--- config.mk ---
export PLATFORM = sky130hd
export DESIGN_NAME = fbo_host
export DESIGN_NICKNAME = d
export VERILOG_FILES = /design/src/rtl/fbo_pkg.sv /design/src/rtl/fbo_host.sv
export SDC_FILE = /design/constraint.sdc
export NUM_CORES = 1
export LEC_CHECK = 0
export ABC_CLOCK_PERIOD_IN_PS = 4000
export BUFFER_PORTS_ARGS = -buffer_cell sky130_fd_sc_hd__buf_2
export CAP_MARGIN = 20
export CORE_ASPECT_RATIO = 1.25
export CORE_MARGIN = 5
export CORE_UTILIZATION = 40
export DETAILED_ROUTE_END_ITERATION = 6
export PLACE_DENSITY = 0.71
export SLEW_MARGIN = 10
export SYNTH_ARGS = -nofsm -noshare
export SYNTH_HDL_FRONTEND = slang
export SYNTH_SLANG_ARGS = --single-unit
--- constraint.sdc ---
create_clock -name clk -period 4 [get_ports clk]
set_input_delay 0.2 -clock clk [delete_from_list [all_inputs] [get_ports clk]]
set_output_delay 0.2 -clock clk [all_outputs]
set_load 0.02 [all_outputs]
--- src/rtl/fbo_pkg.sv ---
// Package for the flash bus host controller: timing, widths and carrier types
package fbo_pkg;

  // Clock period in ns (20 MHz)
  localparam int CLK_NS = 50;
  // Access, write pulse and deselect times in ns
  localparam int RANDOM_ACCESS_NS = 90;
  localparam int SELECT_ACCESS_NS = 90;
  localparam int PAGE_ACCESS_NS = 25;
  localparam int WRITE_PULSE_NS = 35;
  localparam int DESELECT_NS = 35;
  // Least times round up to whole cycles
  localparam int FULL_CYC = (((RANDOM_ACCESS_NS > SELECT_ACCESS_NS) ? RANDOM_ACCESS_NS
                              : SELECT_ACCESS_NS) + CLK_NS - 1) / CLK_NS;
  localparam int PAGE_CYC = (PAGE_ACCESS_NS + CLK_NS - 1) / CLK_NS;
  localparam int WRITE_CYC = (WRITE_PULSE_NS + CLK_NS - 1) / CLK_NS;
  localparam int DESEL_CYC = (DESELECT_NS + CLK_NS - 1) / CLK_NS;
  localparam int CNT_W = 4;

  // Address layout: word address bits 21..0, sector bits 21..12, page bits 21..2
  localparam int ADDR_W = 22;
  localparam int SECT_LSB = 12;
  localparam int PAGE_LSB = 2;

  // Request from the user side
  typedef struct packed {
    logic write;
    logic byte_mode;
    logic [ADDR_W-1:0] addr;
    logic low_addr;
    logic [15:0] wdata;
  } fbo_req_t;

  // Pin outputs toward the flash
  typedef struct packed {
    logic select_n;
    logic gate_n;
    logic wstrobe_n;
    logic reset_n;
    logic width_word;
    logic protect_n;
    logic [ADDR_W-1:0] addr;
  } fbo_pins_t;

  // Controller states
  typedef enum logic [2:0] {
    FBO_IDLE,
    FBO_READ,
    FBO_WRITE,
    FBO_RECOVER,
    FBO_RESET
  } fbo_state_t;

endpackage

--- src/rtl/fbo_host.sv ---
// Host-side controller that drives a parallel NOR flash through its pins
// Overview of operation
// RULE_01 - Device latches commands internally, unmapped
// RULE_02 - Latched command steers device state machine
// RULE_03 - Word address 21..0, byte adds lowest bit
// RULE_04 - Protect pin low keeps end sector protected
// RULE_05 - Protect pin high follows group protection
// RULE_06 - Sectors start unprotected
// RULE_07 - Width pin high gives sixteen data pins
// RULE_08 - Width pin low gives low byte only
// RULE_09 - Byte width: top data pin carries low address
// RULE_10 - Read holds select, gate low, strobe high
// RULE_11 - Select powers device, gate enables outputs
// RULE_12 - Reset returns device to array read
// RULE_13 - Array read needs no command
// RULE_14 - Page of four words, chosen by bits 21..2
// RULE_15 - Low address bits pick word or byte
// RULE_16 - Page reads are clockless
// RULE_17 - First page access full time, later short
// RULE_18 - Reselect forces full access time
// RULE_19 - Fast page: hold page bits constant
// RULE_20 - Write: strobe and select low, gate high
// RULE_21 - Gate high floats device data pins
// RULE_22 - Reset pin low aborts and floats
// RULE_23 - Deselected device floats outputs
`timescale 1ns/1ps
module fbo_host #(
  parameter int ADDR_W = fbo_pkg::ADDR_W
) (
  // Clock and reset
  input wire logic clk,
  input wire logic nrst,
  // User request side
  input wire logic req_valid,
  output logic req_ready,
  input wire fbo_pkg::fbo_req_t req,
  input wire logic flash_reset_req,
  input wire logic protect_req,
  output logic [15:0] rdata,
  output logic rdata_valid,
  output logic busy,
  // Flash pins
  output fbo_pkg::fbo_pins_t pins,
  input wire logic [15:0] dq_in,
  output logic [15:0] dq_out,
  output logic [15:0] dq_oe
);

  // Two-flop synchroniser for the data pins
  logic [15:0] dq_s1;
  logic [15:0] dq_s2;
  always_ff @(posedge clk)
  begin
    dq_s1 <= dq_in;
    dq_s2 <= dq_s1;
  end

  // Page-hit test on the word address
  function automatic logic same_page(input logic [ADDR_W-1:0] a, input logic [ADDR_W-1:0] b);
    same_page = (a[ADDR_W-1:fbo_pkg::PAGE_LSB] == b[ADDR_W-1:fbo_pkg::PAGE_LSB]);
  endfunction

  fbo_pkg::fbo_state_t state, next_state;
  fbo_pkg::fbo_pins_t next_pins;
  logic [fbo_pkg::CNT_W-1:0] cnt, next_cnt;
  logic page_open, next_page_open;
  logic byte_mode, next_byte_mode;
  logic low_addr, next_low_addr;
  logic [15:0] next_dq_out, next_dq_oe, next_rdata;
  logic next_rdata_valid;

  // Accept only when idle; handshake may be combinational
  assign req_ready = (state == fbo_pkg::FBO_IDLE) && !flash_reset_req;
  assign busy = (state != fbo_pkg::FBO_IDLE);

  // Next-state logic for the bus sequencer
  always_comb
  begin
    next_state = state;
    next_pins = pins;
    next_cnt = cnt;
    next_page_open = page_open;
    next_byte_mode = byte_mode;
    next_low_addr = low_addr;
    next_dq_out = dq_out;
    next_dq_oe = dq_oe;
    next_rdata = rdata;
    next_rdata_valid = 1'b0;
    next_pins.protect_n = !protect_req; // RULE_04 RULE_05
    unique case (state)
      fbo_pkg::FBO_IDLE:
      begin
        next_pins.wstrobe_n = 1'b1;
        next_pins.gate_n = 1'b1;
        if (flash_reset_req)
        begin
          // Abort: release pins, pulse device reset, page no longer valid
          next_pins.reset_n = 1'b0; // RULE_22 RULE_12
          next_pins.select_n = 1'b1;
          next_dq_oe = 16'h0000;
          next_page_open = 1'b0;
          next_cnt = fbo_pkg::CNT_W'(fbo_pkg::FULL_CYC);
          next_state = fbo_pkg::FBO_RESET;
        end
        else if (req_valid)
        begin
          next_pins.addr = req.addr; // RULE_03
          next_pins.width_word = !req.byte_mode; // RULE_07 RULE_08
          next_byte_mode = req.byte_mode;
          next_low_addr = req.low_addr;
          next_pins.select_n = 1'b0;
          if (req.write)
          begin
            // Command cycle: strobe and select low, gate held high
            next_pins.wstrobe_n = 1'b0; // RULE_20 RULE_01
            next_dq_out = req.wdata;
            next_dq_oe = req.byte_mode ? 16'h80FF : 16'hFFFF;
            if (req.byte_mode)
            begin
              next_dq_out[15] = req.low_addr; // RULE_09
            end
            next_page_open = 1'b0; // Command may change device state
            next_cnt = fbo_pkg::CNT_W'(fbo_pkg::WRITE_CYC);
            next_state = fbo_pkg::FBO_WRITE;
          end
          else
          begin
            // Read: gate low, strobe high; byte mode drives only the low addr bit
            next_pins.gate_n = 1'b0; // RULE_10 RULE_13
            next_dq_oe = req.byte_mode ? 16'h8000 : 16'h0000; // RULE_09 RULE_21
            next_dq_out = {req.low_addr, 15'h0000};
            // Short wait only on a page hit with select kept low
            if (page_open && !pins.select_n && same_page(req.addr, pins.addr)
                && req.byte_mode == byte_mode) // RULE_17 RULE_19 RULE_14 RULE_16
            begin
              next_cnt = fbo_pkg::CNT_W'(fbo_pkg::PAGE_CYC + 2);
            end
            else
            begin
              next_cnt = fbo_pkg::CNT_W'(fbo_pkg::FULL_CYC + 2); // RULE_18
            end
            next_state = fbo_pkg::FBO_READ;
          end
        end
        else
        begin
          // Stay selected for page hits; select held means no reselect penalty
          next_dq_oe = 16'h0000;
        end
      end
      fbo_pkg::FBO_READ:
      begin
        // Count includes two synchroniser stages
        if (cnt == fbo_pkg::CNT_W'(1))
        begin
          next_rdata = byte_mode ? {8'h00, dq_s2[7:0]} : dq_s2; // RULE_15 RULE_11
          next_rdata_valid = 1'b1;
          next_pins.gate_n = 1'b1;
          next_dq_oe = 16'h0000;
          next_page_open = 1'b1;
          next_state = fbo_pkg::FBO_IDLE;
        end
        else
        begin
          next_cnt = cnt - fbo_pkg::CNT_W'(1);
        end
      end
      fbo_pkg::FBO_WRITE:
      begin
        if (cnt == fbo_pkg::CNT_W'(1))
        begin
          // Raise strobe first; data held one more cycle for hold time
          next_pins.wstrobe_n = 1'b1; // RULE_02
          next_cnt = fbo_pkg::CNT_W'(fbo_pkg::DESEL_CYC);
          next_state = fbo_pkg::FBO_RECOVER;
        end
        else
        begin
          next_cnt = cnt - fbo_pkg::CNT_W'(1);
        end
      end
      fbo_pkg::FBO_RECOVER:
      begin
        // Deselect after a write so the next read pays full time
        next_pins.select_n = 1'b1; // RULE_23
        next_dq_oe = 16'h0000;
        if (cnt == fbo_pkg::CNT_W'(1))
        begin
          next_state = fbo_pkg::FBO_IDLE;
        end
        else
        begin
          next_cnt = cnt - fbo_pkg::CNT_W'(1);
        end
      end
      fbo_pkg::FBO_RESET:
      begin
        if (cnt == fbo_pkg::CNT_W'(1))
        begin
          next_pins.reset_n = 1'b1;
          next_state = fbo_pkg::FBO_IDLE;
        end
        else
        begin
          next_cnt = cnt - fbo_pkg::CNT_W'(1);
        end
      end
      default:
      begin
        next_state = fbo_pkg::FBO_IDLE;
      end
    endcase
  end

  // Register stage; the reset pin stays high so the device keeps its own
  // protection state (RULE_06 needs no action from the host)
  always_ff @(posedge clk)
  begin
    if (!nrst)
    begin
      state <= fbo_pkg::FBO_IDLE;
      pins <= '{select_n: 1'b1, gate_n: 1'b1, wstrobe_n: 1'b1, reset_n: 1'b1,
                width_word: 1'b1, protect_n: 1'b1, addr: '0}; // RULE_06
      cnt <= '0;
      page_open <= 1'b0;
      byte_mode <= 1'b0;
      low_addr <= 1'b0;
      dq_out <= 16'h0000;
      dq_oe <= 16'h0000;
      rdata <= 16'h0000;
      rdata_valid <= 1'b0;
    end
    else
    begin
      state <= next_state;
      pins <= next_pins;
      cnt <= next_cnt;
      page_open <= next_page_open;
      byte_mode <= next_byte_mode;
      low_addr <= next_low_addr;
      dq_out <= next_dq_out;
      dq_oe <= next_dq_oe;
      rdata <= next_rdata;
      rdata_valid <= next_rdata_valid;
    end
  end

  // Read cycle never drives the strobe and keeps select low
  a_read_levels: assert property (@(posedge clk) disable iff (!nrst) // RULE_10
    state == fbo_pkg::FBO_READ |-> pins.wstrobe_n && !pins.select_n && !pins.gate_n)
    else $error("read cycle pin levels wrong");

  // Write cycle keeps the gate high while strobing
  a_write_gate: assert property (@(posedge clk) disable iff (!nrst) // RULE_20
    !pins.wstrobe_n |-> pins.gate_n && !pins.select_n)
    else $error("write strobe with gate low");

  // Host never drives low data pins while the device gate is open
  a_no_contend: assert property (@(posedge clk) disable iff (!nrst) // RULE_21
    !pins.gate_n |-> dq_oe[14:0] == 15'h0000)
    else $error("host drives data while gate low");

  // Byte-mode read drives the low address bit on the top pin
  a_byte_low: assert property (@(posedge clk) disable iff (!nrst) // RULE_09
    (state == fbo_pkg::FBO_READ && byte_mode) |-> dq_oe[15] && dq_out[15] == low_addr)
    else $error("low address bit not driven");

  // Reset request pulses the reset pin low with the chip deselected
  a_reset_pulse: assert property (@(posedge clk) disable iff (!nrst) // RULE_22
    (state == fbo_pkg::FBO_IDLE && flash_reset_req) |=> !pins.reset_n && pins.select_n)
    else $error("reset pulse missing");

  // Fresh read after deselect waits the full access time
  a_full_time: assert property (@(posedge clk) disable iff (!nrst) // RULE_18
    (state == fbo_pkg::FBO_IDLE && req_valid && req_ready && !req.write && pins.select_n)
    |=> cnt == fbo_pkg::CNT_W'(fbo_pkg::FULL_CYC + 2))
    else $error("full access time not applied");

  // Width pin follows the requested mode during a read
  a_width_pin: assert property (@(posedge clk) disable iff (!nrst) // RULE_07
    state == fbo_pkg::FBO_READ |-> pins.width_word == !byte_mode)
    else $error("width pin mismatch");

  // Protect pin follows the request one cycle later
  a_protect: assert property (@(posedge clk) disable iff (!nrst) // RULE_04
    protect_req |=> !pins.protect_n)
    else $error("protect pin not low");

endmodule

Word-level counts from Yosys, hierarchy flattened
Cells that the tools add are included.
W data, S select, Z words.
{"block": "totals", "elab_cells": 101, "in_bits": 62, "out_inout_bits": 79, "romBits": 0, "register_bits": 118, "mem_count": 0, "latchBits": 0, "ramBits": 0}
{"block": "op_classes", "n_eq_ne": 15, "n_addsub": 1, "n_reduce_logical": 28, "mul": 0, "muxes": 39, "n_bitwise": 1, "n_div": 0, "magnitude_cmp": 0, "shifts": 0}
{"operator": "$mux W16", "count": 7}
{"operator": "$pmux W16 S3", "count": 1}
{"operator": "$mux W3", "count": 7}
{"operator": "$eq A20 B20 Y1", "count": 1}
{"operator": "$mux W4", "count": 4}
{"operator": "$mux W15", "count": 1}
{"operator": "$pmux W4 S3", "count": 1}
{"operator": "$reduce_and A2 Y1", "count": 6}
{"operator": "$reduce_and A3 Y1", "count": 4}
{"operator": "$mux W1", "count": 10}
{"operator": "$ne A2 B2 Y1 const B", "count": 5}
{"operator": "$pmux W1 S2", "count": 5}
{"operator": "$pmux W3 S3", "count": 1}
{"operator": "$reduce_bool A3 Y1", "count": 3}
{"operator": "$reduce_bool A2 Y1", "count": 4}
{"operator": "$eq A3 B2 Y1 const B", "count": 2}
{"operator": "$ne A3 B3 Y1 const B", "count": 2}
{"operator": "$eq A4 B1 Y1 const B", "count": 1}
{"operator": "$logic_and A1 B1 Y1", "count": 4}
{"operator": "$logic_not A1 Y1", "count": 4}
{"operator": "$mux W2", "count": 2}
{"operator": "$reduce_and A4 Y1", "count": 1}
{"operator": "$sub A4 B1 Y4 const B", "count": 1}
{"operator": "$eq A3 B1 Y1 const B", "count": 1}
{"operator": "6 further kinds", "count": 6}

Depth between registers and ports, before layout
Gate-level depths: netlist of run 1.
{"block": "depth", "ltp_word": 9, "depth_mapped": 8, "mapped_depth_nobuf": 7}

Worst setup path before layout of run 1
OpenSTA, ideal clock, no wires.
{"block": "synth_timing", "kind": "reg-to-reg", "startpoint": "reg cnt[0] in the netlist's numbering", "endpoint": "reg cnt[2] in the netlist's numbering", "path_buffers": 0, "synth_period_minus_slack_ns": 1.826, "setup_time_ns": 0.127, "stages_incl_launch_ff": 7, "t_arrival_ns": 1.699, "path_slack_ns": 2.174, "path_cell_list": "dfxtp_1 > ha_1 > or3b_4 > a311o_1 > a22oi_1 > o31a_1 > a211oi_1"}
{"block": "synth_between", "elab_chain_len": 3, "elab_cells_between_ends": 7, "cone_classes": "add/sub: 1; eq/ne: 2; mux: 3; reduce/logical: 1"}
{"element": "from (decl)", "line": "fbo_host.sv:65", "source": "logic [fbo_pkg::CNT_W-1:0] cnt, next_cnt;"}
{"element": "from (signal assigned)", "line": "fbo_host.sv:237", "source": "cnt <= next_cnt;"}
{"element": "$sub A4 B1 Y4 or $eq A4 B1 Y1 (tied branches)"}
{"element": "$mux W4, or another cell as far along", "line": "fbo_host.sv:154, fbo_host.sv:187, fbo_host.sv:198"}
{"element": "$pmux W4 S3 or $reduce_and A3 Y1 (tied branches)"}
Several ways; a longest one is shown, not always the timed one. The select of a mux whose other input is x is not followed.
A chain may end at the register's enable or synchronous reset.

Worst setup path in the final report of run 1
{"block": "layout_timing", "startpoint": "reg cnt[0] in the netlist's numbering", "endpoint": "reg rdata[9]"}
{"block": "layout_between", "elab_chain_len": 2}
{"element": "$eq A4 B1 Y1", "line": "fbo_host.sv:154", "source": "if (cnt == fbo_pkg::CNT_W'(1))"}
{"element": "$reduce_and A2 Y1 (no line)"}
{"element": "to (signal assigned)", "line": "fbo_host.sv:243", "source": "rdata <= next_rdata;"}
{"element": "to (decl)", "line": "fbo_host.sv:39", "source": "output logic [15:0] rdata,"}
Every way passes these cells.

==> results.ini, run 1 <==
[run_status]
status = finished, final reports clean

[worst_setup_path]
crit_type = reg2reg
r2r-end = rdata[9]$_SDFFE_PN0P_
rrSetupSlack_ns = 1.76
cp_max_fo = 18
critPathLaunchType = flip-flop
critPathCaptureType = flip-flop
r2r_start = cnt[0]$_SDFFE_PN0P_
rr_worst_depth = 5
worstPathRequired_ns = 4.26
cp_data_arrival_time_ns = 2.49

[global_route]
globalRouteOverflowTotal = 0
first_global_vias = 3242
grt_antenna_before_repair = 0
track_usage_pct = 16.2
grt_max_degree = 73
grt_pass1_wl_um = 15800

[clocking]
h-tree-depth = 3
clk_pin_slew_worst_paths_ns = 0.07
post_cts_buffers = 0
cts_tree = built
clk_path_buf_depth = 2
root_buffer = clkbuf_16
cts.sink_count = 105
clk_latency_ns = 0.34
numCtsBuffers = 9

[logic_synthesis]
synth.largest_area_cell = dfxtp_1
synthTopCellsByArea = dfxtp_1 (52%), a21boi_0 (10%), nand2_1 (9.4%), xor2_1 (4.8%), buf_4 (2.6%)
synthesis.nets = 495
synth_cell_types = 42
yosysSeqAreaShare_pct = 52.4
syn_area_mm2 = 0.00402
ys_ff_latch = 105
syn_inst = 431
yosys.area.top_type_share_pct = 52.4
ys_top_cells_by_count = dfxtp_1 (105), nand2_1 (101), a21boi_0 (55)
syn_area_per_cell_um2 = 9.32
synth-edff-count = 0
ys_warn_count = 0
yosysMostFrequentCell = dfxtp_1
synthFlopType = dfxtp_1
async_flop_share_pct = 0

[routing]
vias_per_cell = 4.89
num_vias = 3394
drc_errors = 0
routed_wl_um = 9990
dr.pass1.iters = 5
wl_per_cell_um = 14.4
antenna_left = 0
drt_iter0_drc = 123

[floorplanning]
fp.dieH_um = 122
core-area_mm2 = 0.00995
rows = 41
die_width_um = 99.6
start_util_pct = 40.3
dieArea_mm2 = 0.0122
num_io_pins = 141

[timing]
fmax_mhz = 447
rsz0062_at_grt = false
hold_viol_final = 0
slew-limit-headroom_pct = 34.2
report.final.slew_viol_count = 0
min_period_ns = 2.24
worst_hold_slack_ns = 0.0189
finalWorstSetupSlack_ns = 1.76
tightest_slew_ns = 0.980
finalSetupTns_ns = 0
min_period_over_period_pct = 55.9
skew_ns = 0.00370
final-setup-viol-count = 0

[power]
power_switching_w = 0.000618
p_sw_share_pct = 26.3
p_comb_share_pct = 15.2
p_int_w = 0.00173
finalPower_w = 0.00235
leakagePower_nw = 2.28
clkPwrFrac_pct = 35.4
peakVddDrop_mv = 0.307
pwr-share-seq_pct = 49.3
cellPowerDensity_mw_per_mm2 = 458

[worst_hold_path]
holdPathEnd = pins[22]$_SDFF_PN1_
min_path_cells = 2
hp-start = protect_req
min_path_type = in2reg

[placement]
dp_hpwl_um = 7060
placed_cells = 662
place_congestion = 0.828
io_buffers = 140
pre_cts_slack_ns = 1.77

[final_layout]
area_growth_pct = 27.8
nNetsFinal = 625
fin_cells = 694
n_antenna_cell = 0
layout-drive-gt1-share_pct = 28.5

[run]
maxCapViolCount = 0

-- layout by cell type (no fill, tap or decap), types with 3 or more instances in the layout --
master / Yosys / layout
clkbuf_16: 0 / 9
o21ai_0: 7 / 7
dfxtp_1: 105 / 105
a21oi_1: 11 / 11
inv_1: 5 / 5
o31ai_1: 4 / 4
nand2_1: 101 / 101
nor4_1: 8 / 8
buf_2: 7 / 140
clkinv_2: 0 / 3
a21boi_0: 55 / 55
nand3b_1: 9 / 9
nor2b_1: 4 / 4
dlygate4sd3_1: 0 / 16
nor2_1: 9 / 9
a211oi_1: 4 / 4
xor2_1: 22 / 22
nand3_1: 17 / 17
-- cell families after synthesis --
group	synth area share, %
AOI/OAI and AO/OA	17.1
xor gates and xnor gates	4.80
adders and majority gates	0.623
buffers and inverters	5.92
DFF	52.4
muxes	0.249
and+or+nand+nor	18.9
-- power by group through the flow --
| stage | registers [W] | logic (W) | clock network (W) |
|---|---|---|---|
| final | 0.00116 | 0.000358 | 0.000833 |
| after global routing | 0.00117 | 0.000395 | 0.000902 |
| after CTS | 0.00116 | 0.000358 | 0.000853 |
| after detailed placement | 0.00118 | 0.000343 | 0 |
| after global placement | 0.00118 | 0.000337 | 0 |
| after floorplan | 0.00119 | 0.000217 | 0 |
-- per-layer routing --
metal | global-route usage (%) | wire length [um] | part of all wire [%]
met1 | 17.7 | 3840 | 38
met2 | 29.6 | 5330 | 53
met3 | 3.26 | 526 | 5.3
met4 | 7.94 | 293 | 2.9
met5 | 0 | 0 | 0
-- state kept, by name (all words and copies together) (netlist names) --
name and flops:
byte_mode 1, state 3, cnt 4, page_open 1
dq_s2 16, pins 28, rdata_valid 1, dq_oe 3
rdata 16, dq_out 16, dq_s1 16
-- worst max-delay path, stage by stage, from the launching register on --
cell	delay (ns)
dfxtp_1	0.43
ha_1	0.19
or3b_4	0.41
nor4_4	0.75
nand3b_1	0.15
a21boi_0	0.22
-- area by class of cell --
| type | count | area [um2] |
|---|---|---|
| multi-input cells | 281 | 1680 |
| repair buffers | 159 | 896 |
| well taps | 129 | 161 |
| fillers | 962 | 4820 |
| flip-flops and latches | 105 | 2100 |
| clock buffers | 11 | 233 |
| clock inverters | 4 | 45.0 |
| inverters | 5 | 18.8 |
-- timing repair --
action                     in CTS  in global routing
resized for setup               0                  0
hold buffers                   16                  0
hold endpoints to repair       16                  0
setup endpoints to repair       0                  0
-- per-stage QoR --
stage / area [um2] / utilization, %
floorplan: 4020 / -
global placement: 4670 / 47.0
detailed placement: 4670 / 47.0
CTS: 5110 / 51.4
global route: 5130 / 51.6
finish: 5130 / 51.6
-- worst max path at each step --
stage | start | endpoint | slack, ns | cells past startpoint
2_1_floorplan | cnt[0]$_SDFFE_PN0P_ | cnt[2]$_SDFFE_PN0P_ | 2.17 | 6
3_3_place_gp | cnt[0]$_SDFFE_PN0P_ | rdata[8]$_SDFFE_PN0P_ | 1.82 | 5
3_5_place_dp | cnt[0]$_SDFFE_PN0P_ | rdata[12]$_SDFFE_PN0P_ | 1.77 | 5
4_1_cts | cnt[0]$_SDFFE_PN0P_ | rdata[9]$_SDFFE_PN0P_ | 1.70 | 5
5_1_grt | cnt[0]$_SDFFE_PN0P_ | rdata[15]$_SDFFE_PN0P_ | 1.56 | 5
6_report | cnt[0]$_SDFFE_PN0P_ | rdata[9]$_SDFFE_PN0P_ | 1.76 | 5
No activity file was read; power rests on OpenSTA's default activity.
==> run 2, diff against run 1 <==
ABC_CLOCK_PERIOD_IN_PS = 2100   (was 4000)
clock period = 2.1 ns   (was 4 ns; I/O delays follow)
==> run 2 against run 1 <==
  * Clock-buffer cell count rose by 1
  * Clock power rose by 88%
  * Routed wire length fell by 2.6%
  * First-iteration DRC count rose by 23%
  * Global-route usage fell by 0.21 points
  * Total power rose by 90%
  * Largest cell class unchanged
  * Non-clock buffer count rose by 6
  * Clock skew rose by 0.0018 ns
  * Critical path depth rose by 1
  * Register-to-register slack got worse by 1.7 ns
  * Highest routed layer unchanged
  * Cell count rose by 1.0%
==> results.ini, run 2 (synthesized netlist as in run 1, its figures left out) <==
[global_route]
grt_antenna_before_repair = 0  ; unchanged
met3_usage_pct = 2.12  ; -1.1 points
grt_pass1_wl_um = 15700  ; -0.70%
first_global_vias = 3306  ; +2.0%
grt_max_degree = 43  ; -41%
track_usage_pct = 16.0  ; -0.21 points
gr-usage-met1_pct = 18.4  ; +0.74 points
globalRouteOverflowTotal = 0  ; unchanged
grtUsageMet2_pct = 28.9  ; -0.67 points
grt_busiest_layer = met2

[final_layout]
area_growth_pct = 29.1
layout-drive-gt1-share_pct = 29.4  ; +0.88 points
final_common_cell = buf_2
n_antenna_cell = 0  ; unchanged
nNetsFinal = 631  ; +0.96%
mostFrequentLayoutCells = buf_2 (140), dfxtp_1 (105), nand2_1 (101), a21boi_0 (55), xor2_1 (22)
fillers = 931  ; -3.2%
utilization_pct = 52.1  ; +0.53 points
regMostFlops = pins
largest_register_ffs = 28  ; unchanged

[worst_setup_path]
crit_type = reg2reg
cp_slowest_cell = dfxtp_1
critPathLaunchType = flip-flop
cp_data_arrival_time_ns = 2.20  ; -0.29 ns
cp_top_family = compound AO/OA/AOI/OAI gates
crit_path_cell_trace = ha_1 -> or3b_4 -> a311o_1 -> a22oi_1 -> o31a_1 -> a211oi_1
critPathCaptureType = flip-flop
critPathMaxStageDelay_ns = 0.42  ; -0.33 ns
cp_max_fo = 6  ; -12
critical_path_buf_inv_count = 0  ; unchanged
worstPathRequired_ns = 2.31  ; -1.95 ns

[timing]
finalSetupTns_ns = 0  ; unchanged
tightest_slew_ns = 0.638  ; -0.341 ns
hold_viol_final = 0  ; unchanged
min_period_over_period_pct = 94.7  ; +39 points
skew_ns = 0.00546  ; +0.00176 ns
fmax_mhz = 503  ; +12%
slew-limit-headroom_pct = 57.4  ; +23 points
final-setup-viol-count = 0  ; unchanged
min_period_ns = 1.99  ; -0.248 ns
report.final.slew_viol_count = 0  ; unchanged
rsz0062_at_grt = false

[routing]
drt_iter0_drc = 151  ; +23%
routed_wl_um = 9730  ; -2.6%
vias_per_cell = 4.82  ; -1.3%
drc_errors = 0  ; unchanged
wl_per_cell_um = 13.9  ; -3.5%
dr.pass1.iters = 4  ; -1
num_vias = 3382  ; -0.35%
antenna_left = 0  ; unchanged

[floorplanning]
fp.dieH_um = 122  ; unchanged
num_io_pins = 141  ; unchanged
rows = 41  ; unchanged
core-area_mm2 = 0.00995  ; unchanged
dieArea_mm2 = 0.0122  ; unchanged
die_width_um = 99.6  ; unchanged
start_util_pct = 40.3  ; unchanged

[power]
pwr-share-seq_pct = 49.3  ; about the same
p_int_w = 0.00327  ; +89%
cellPowerDensity_mw_per_mm2 = 862  ; +88%
finalPower_w = 0.00447  ; +90%
leakagePower_nw = 2.31  ; +1.3%
p_sw_share_pct = 26.8  ; +0.54 points
clkPwrFrac_pct = 35.1  ; -0.3 points
p_comb_share_pct = 15.6  ; +0.4 points
peakVddDrop_mv = 0.537  ; +75%
power_switching_w = 0.00120  ; +94%

[run]
maxCapViolCount = 0  ; unchanged

[clocking]
clk_latency_ns = 0.33  ; about the same
cts.sink_count = 105  ; unchanged
cts_tree = built
ctsResizeCount = 0  ; unchanged
clk_pin_slew_worst_paths_ns = 0.07  ; about the same
h-tree-depth = 3  ; unchanged
clk_path_buf_depth = 2  ; unchanged
root_buffer = clkbuf_16
numCtsBuffers = 9  ; unchanged

[placement]
dp_hpwl_um = 7000  ; -0.85%
io_buffers = 140  ; unchanged
place_congestion = 0.819  ; -1.2%

[run_status]
status = finished, final reports clean

[worst_hold_path]
min_path_type = in2reg

-- run 2: cell types whose count changed in the layout (fill, tap and decap cells not counted) --
cell / previous run / this run
bufinv_16: 1 / 0
clkinvlp_4: 0 / 1
clkinv_2: 3 / 2
clkbuf_8: 0 / 2
clkbuf_1: 2 / 1
buf_4: 2 / 7
dlygate4sd3_1: 16 / 17
inv_6: 0 / 1
-- run 2: routing by layer --
metal  wire (um)  share of wire, %  up-vias
li1            -                 -     1712
met1        3980                41     1562
met2        5070                52       93
met3         452               4.6       15
met4         226               2.3        0
met5           0                 0        -
-- run 2: area by class of cell --
cell class	count	area (um2)	share of cell area, %
Clock buffer	12	256	4.95
Timing Repair Buffer	165	943	18.2
Inverter	5	18.8	0.362
Multi-Input combinational cell	281	1680	32.3
Clock inverter	4	26.3	0.507
Tap cell	129	161	3.11
Sequential cell	105	2100	40.6
-- run 2: metrics by stage --
stage / hold slack (ns) / instances / setup slack, ns / instance area (um2)
final: 0.0180 / 701 / 0.112 / 5180
after global routing: 0.0218 / 701 / 0.0370 / 5180
after detailed placement: 0.209 / 668 / 0.141 / 4730
after floorplan: 0.133 / 431 / 0.274 / 4020
after global placement: 0.207 / 668 / 0.189 / 4730
after CTS: 0.00497 / 701 / 0.131 / 5180
-- run 2: worst reg2reg max path: cells and delay by family, from the launching register on --
family | cells | cell delay, ns
flops | 1 | 0.42
simple gates | 1 | 0.41
fa+ha+maj | 1 | 0.19
compound gates | 4 | 0.86
-- run 2: what timing repair did --
| action | in CTS | in global routing |
|---|---|---|
| hold buffers | 17 | 0 |
| setup buffers | 0 | 0 |
| endpoints found under the hold margin | 17 | 0 |
-- run 2: power by group through the flow --
stage               clock (W)  combinational, W  sequential (W)
finish                0.00157          0.000699         0.00220
global route          0.00169          0.000772         0.00222
CTS                   0.00161          0.000702         0.00220
detailed placement          0          0.000674         0.00224
global placement            0          0.000654         0.00224
floorplan                   0          0.000413         0.00228
-- run 2: path summary, 6_finish.rpt --
path	from	endpoint	slack, ns	cells past startpoint
setup / recovery	cnt[0]$_SDFFE_PN0P_	cnt[2]$_SDFFE_PN0P_	0.11	6
hold / removal	req[18]	pins[1]$_SDFFE_PN0P_	0.02	3
setup reg to reg	cnt[0]$_SDFFE_PN0P_	cnt[2]$_SDFFE_PN0P_	0.11	6
hold reg to reg	dq_s1[8]$_DFF_P_	dq_s2[8]$_DFF_P_	0.33	0
==> run 3, diff against run 2 <==
ABC_AREA = 1   (was unset)
==> run 3 against run 2 <==
  * Global-route usage increased by 0.64 points
  * Worst setup slack improved by 0.27 ns
  * Die area grew 0.82%
  * Flip-flop and latch count unchanged
  * Routed wire length rose by 4.8%
  * Critical path depth rose by 3
  * Largest cell class unchanged
  * Register-to-register slack improved by 0.27 ns
  * Largest power group unchanged
  * Sequential share of layout area shrank 1.3 points
  * Synthesized cell count up 18%
==> results.ini, run 3 <==
[logic_synthesis]
synth-edff-count = 0  ; unchanged
synth_top_family_by_area = simple AND/OR/NAND/NOR gates
synth.largest_area_cell = dfxtp_1
synth.area.mux_share_pct = 0  ; -0.25 points
synth_compound_area_share_pct = 12.9  ; -4.2 points
yosysMostFrequentCell = nand2_1
yosys.area.top_type_share_pct = 51.9  ; -0.47 points
synth_xor_area_share_pct = 0.216  ; -4.6 points
synthFlopType = dfxtp_1
async_flop_share_pct = 0  ; unchanged
syn_area_mm2 = 0.00405  ; +0.90%
syn_inst = 508  ; +18%
ys_ff_latch = 105  ; unchanged
ys_top_cells_by_count = nand2_1 (106), dfxtp_1 (105), nor2_1 (58)
synthTopCellsByArea = dfxtp_1 (52%), nand2_1 (9.8%), o21ai_0 (5.6%), a21oi_1 (5.4%), nor2_1 (5.4%)
synthesis.nets = 572  ; +16%
syn_area_per_cell_um2 = 7.98  ; -14%
yosys.area_share.adder_pct = 0.618  ; -0.0056 points
synth-simple-area-share_pct = 24.4  ; +5.5 points
yosysSeqAreaShare_pct = 51.9  ; -0.47 points
synth_cell_types = 35  ; -17%
ys_warn_count = 0  ; unchanged

[final_layout]
nNetsFinal = 730  ; +16%
largest_register_ffs = 28  ; unchanged
area_growth_pct = 32.3
n_antenna_cell = 0  ; unchanged
seq_area_mm2 = 0.00210  ; unchanged
fillers = 927  ; -0.43%
fin_cells = 800  ; +14%
mostFrequentLayoutCells = buf_2 (140), nand2_1 (106), dfxtp_1 (105), nor2_1 (58), o21ai_0 (45)
regMostFlops = pins
final_common_cell = buf_2
multi_input_comb_area_mm2 = 0.00155  ; -7.7%
layout-drive-gt1-share_pct = 29.1  ; -0.31 points

[timing]
final-setup-viol-count = 0  ; unchanged
min_period_over_period_pct = 81.8  ; -13 points
skew_ns = 0.00608  ; +0.000622 ns
report.final.slew_viol_count = 0  ; unchanged
min_period_ns = 1.72  ; -0.269 ns
fmax_mhz = 582  ; +16%
finalSetupTns_ns = 0  ; unchanged
rsz0062_at_grt = false
hold_viol_final = 0  ; unchanged
tightest_slew_ns = 0.446  ; -0.193 ns
slew-limit-headroom_pct = 70.3  ; +13 points

[power]
leakagePower_nw = 2.64  ; +14%
cellPowerDensity_mw_per_mm2 = 1140  ; +33%
peakVddDrop_mv = 0.640  ; +19%
finalPower_w = 0.00613  ; +37%

[clocking]
root_buffer = clkbuf_16
clk_pin_slew_worst_paths_ns = 0.07  ; about the same
cts_tree = built
clk_path_buf_depth = 2  ; unchanged
h-tree-depth = 3  ; unchanged
ctsResizeCount = 0  ; unchanged
clk_latency_ns = 0.34  ; about the same
numCtsBuffers = 9  ; unchanged
cts.sink_count = 105  ; unchanged

[placement]
io_buffers = 140  ; unchanged
placed_cells = 752  ; +13%
dp_hpwl_um = 7310  ; +4.4%
place_congestion = 0.833  ; +1.8%

[floorplanning]
fp.dieH_um = 123  ; +0.41%
rows = 41  ; unchanged
die_width_um = 100  ; +0.41%
num_io_pins = 141  ; unchanged
core-area_mm2 = 0.0100  ; +0.52%
dieArea_mm2 = 0.0123  ; +0.82%
start_util_pct = 40.5  ; +0.16 points

[worst_setup_path]
r2r_start = cnt[1]$_SDFFE_PN0P_
startpoint = cnt[1]$_SDFFE_PN0P_
critPathLaunchType = flip-flop
cp_data_arrival_time_ns = 1.94  ; -0.26 ns
crit_path_cell_trace = inv_1 -> ha_1 -> nand2_1 -> nor2_2 -> nand2_2 -> inv_2 -> nor2_1 -> o21ai_1 -> a21oi_1
critPathCaptureType = flip-flop
critPathMaxStageDelay_ns = 0.31  ; -0.11 ns
worstPathRequired_ns = 2.33  ; +0.02 ns
cp_max_fo = 14  ; +8
crit_type = reg2reg
cp_slowest_cell = dfxtp_1

[worst_hold_path]
min_path_type = in2reg
hp-start = req[10]

[routing]
drt_iter0_drc = 174  ; +15%
routed_wl_um = 10200  ; +4.8%
vias_per_cell = 4.64  ; -3.7%
wl_per_cell_um = 12.7  ; -8.2%
dr.pass1.iters = 5  ; +1
num_vias = 3715  ; +9.8%
antenna_left = 0  ; unchanged
drc_errors = 0  ; unchanged

[global_route]
first_global_vias = 3537  ; +7.0%
grt_max_degree = 49  ; +14%
grt_pass1_wl_um = 16300  ; +3.8%
track_usage_pct = 16.6  ; +0.64 points
grt_antenna_before_repair = 0  ; unchanged
globalRouteOverflowTotal = 0  ; unchanged

[run_status]
status = finished, final reports clean

[run]
maxCapViolCount = 0  ; unchanged

-- run 3: cell types whose count changed after synthesis, sizes merged, moves of 21 or more --
cell / change
o21ai: +43
a21boi: -57
nor2: +58
xor2: -21
inv: +48
a21oi: +33
-- run 3: final cells by class --
class / instances / area share, %
Tap cell: 129 / 3.01
Sequential cell: 105 / 39.2
Clock inverter: 7 / 1.10
Inverter: 56 / 3.99
Timing Repair Buffer: 176 / 19.6
Clock buffer: 9 / 4.20
Multi-Input combinational cell: 318 / 28.9
-- run 3: power by group --
part | internal [W] | switching, W
sequential | 0.00227 | 0.000208
combinational | 0.000717 | 0.00133
clock | 0.000825 | 0.000775
total | 0.00381 | 0.00232
-- run 3: critical path, delay by kind of cell, from the launching register on --
| kind | cells | cell delay, ns |
|---|---|---|
| simple gates | 4 | 0.64 |
| fa+ha+maj | 1 | 0.15 |
| flops | 1 | 0.31 |
| buf+inv | 2 | 0.32 |
| compound gates | 2 | 0.19 |
-- run 3: cell families after synthesis --
logic type | Yosys count
AO/OA/AOI/OAI | 99
XOR/XNOR | 1
flip-flops | 105
buffers and inverters | 85
adder cells (fa/ha/maj) | 2
AND/OR/NAND/NOR | 216
-- run 3: layer usage --
metal	track usage, %	up-vias	wire (um)
met5	0	-	0
met4	6.23	0	153
met3	4.43	12	840
met2	28.6	117	5070
met1	19.8	1668	4140
li1	-	1918	-
-- run 3: path summary, 6_finish.rpt --
| path | depth (start not counted) | slack [ns] | end |
|---|---|---|---|
| setup / recovery | 9 | 0.38 | page_open$_SDFFE_PN0P_ |
| hold / removal | 3 | 0.01 | dq_out[10]$_SDFFE_PN0P_ |
| setup reg to reg | 9 | 0.38 | page_open$_SDFFE_PN0P_ |
| hold reg to reg | 0 | 0.33 | dq_s2[4]$_DFF_P_ |
-- run 3: per-stage QoR --
step | area (um2) | setup WS [ns] | hold slack [ns] | util (%)
detailed placement | 4750 | 0.382 | 0.209 | 47.5
finish | 5360 | 0.381 | 0.0101 | 53.6
global route | 5360 | 0.171 | 0.00146 | 53.6
global placement | 4750 | 0.428 | 0.207 | 47.5
floorplan | 4050 | 0.682 | 0.133 | -
CTS | 5360 | 0.366 | 0.000129 | 53.6
-- run 3: timing repair --
action | in CTS | in global routing
hold endpoints to repair | 32 | 0
hold buffers | 32 | 0
buffers inserted | 0 | 0
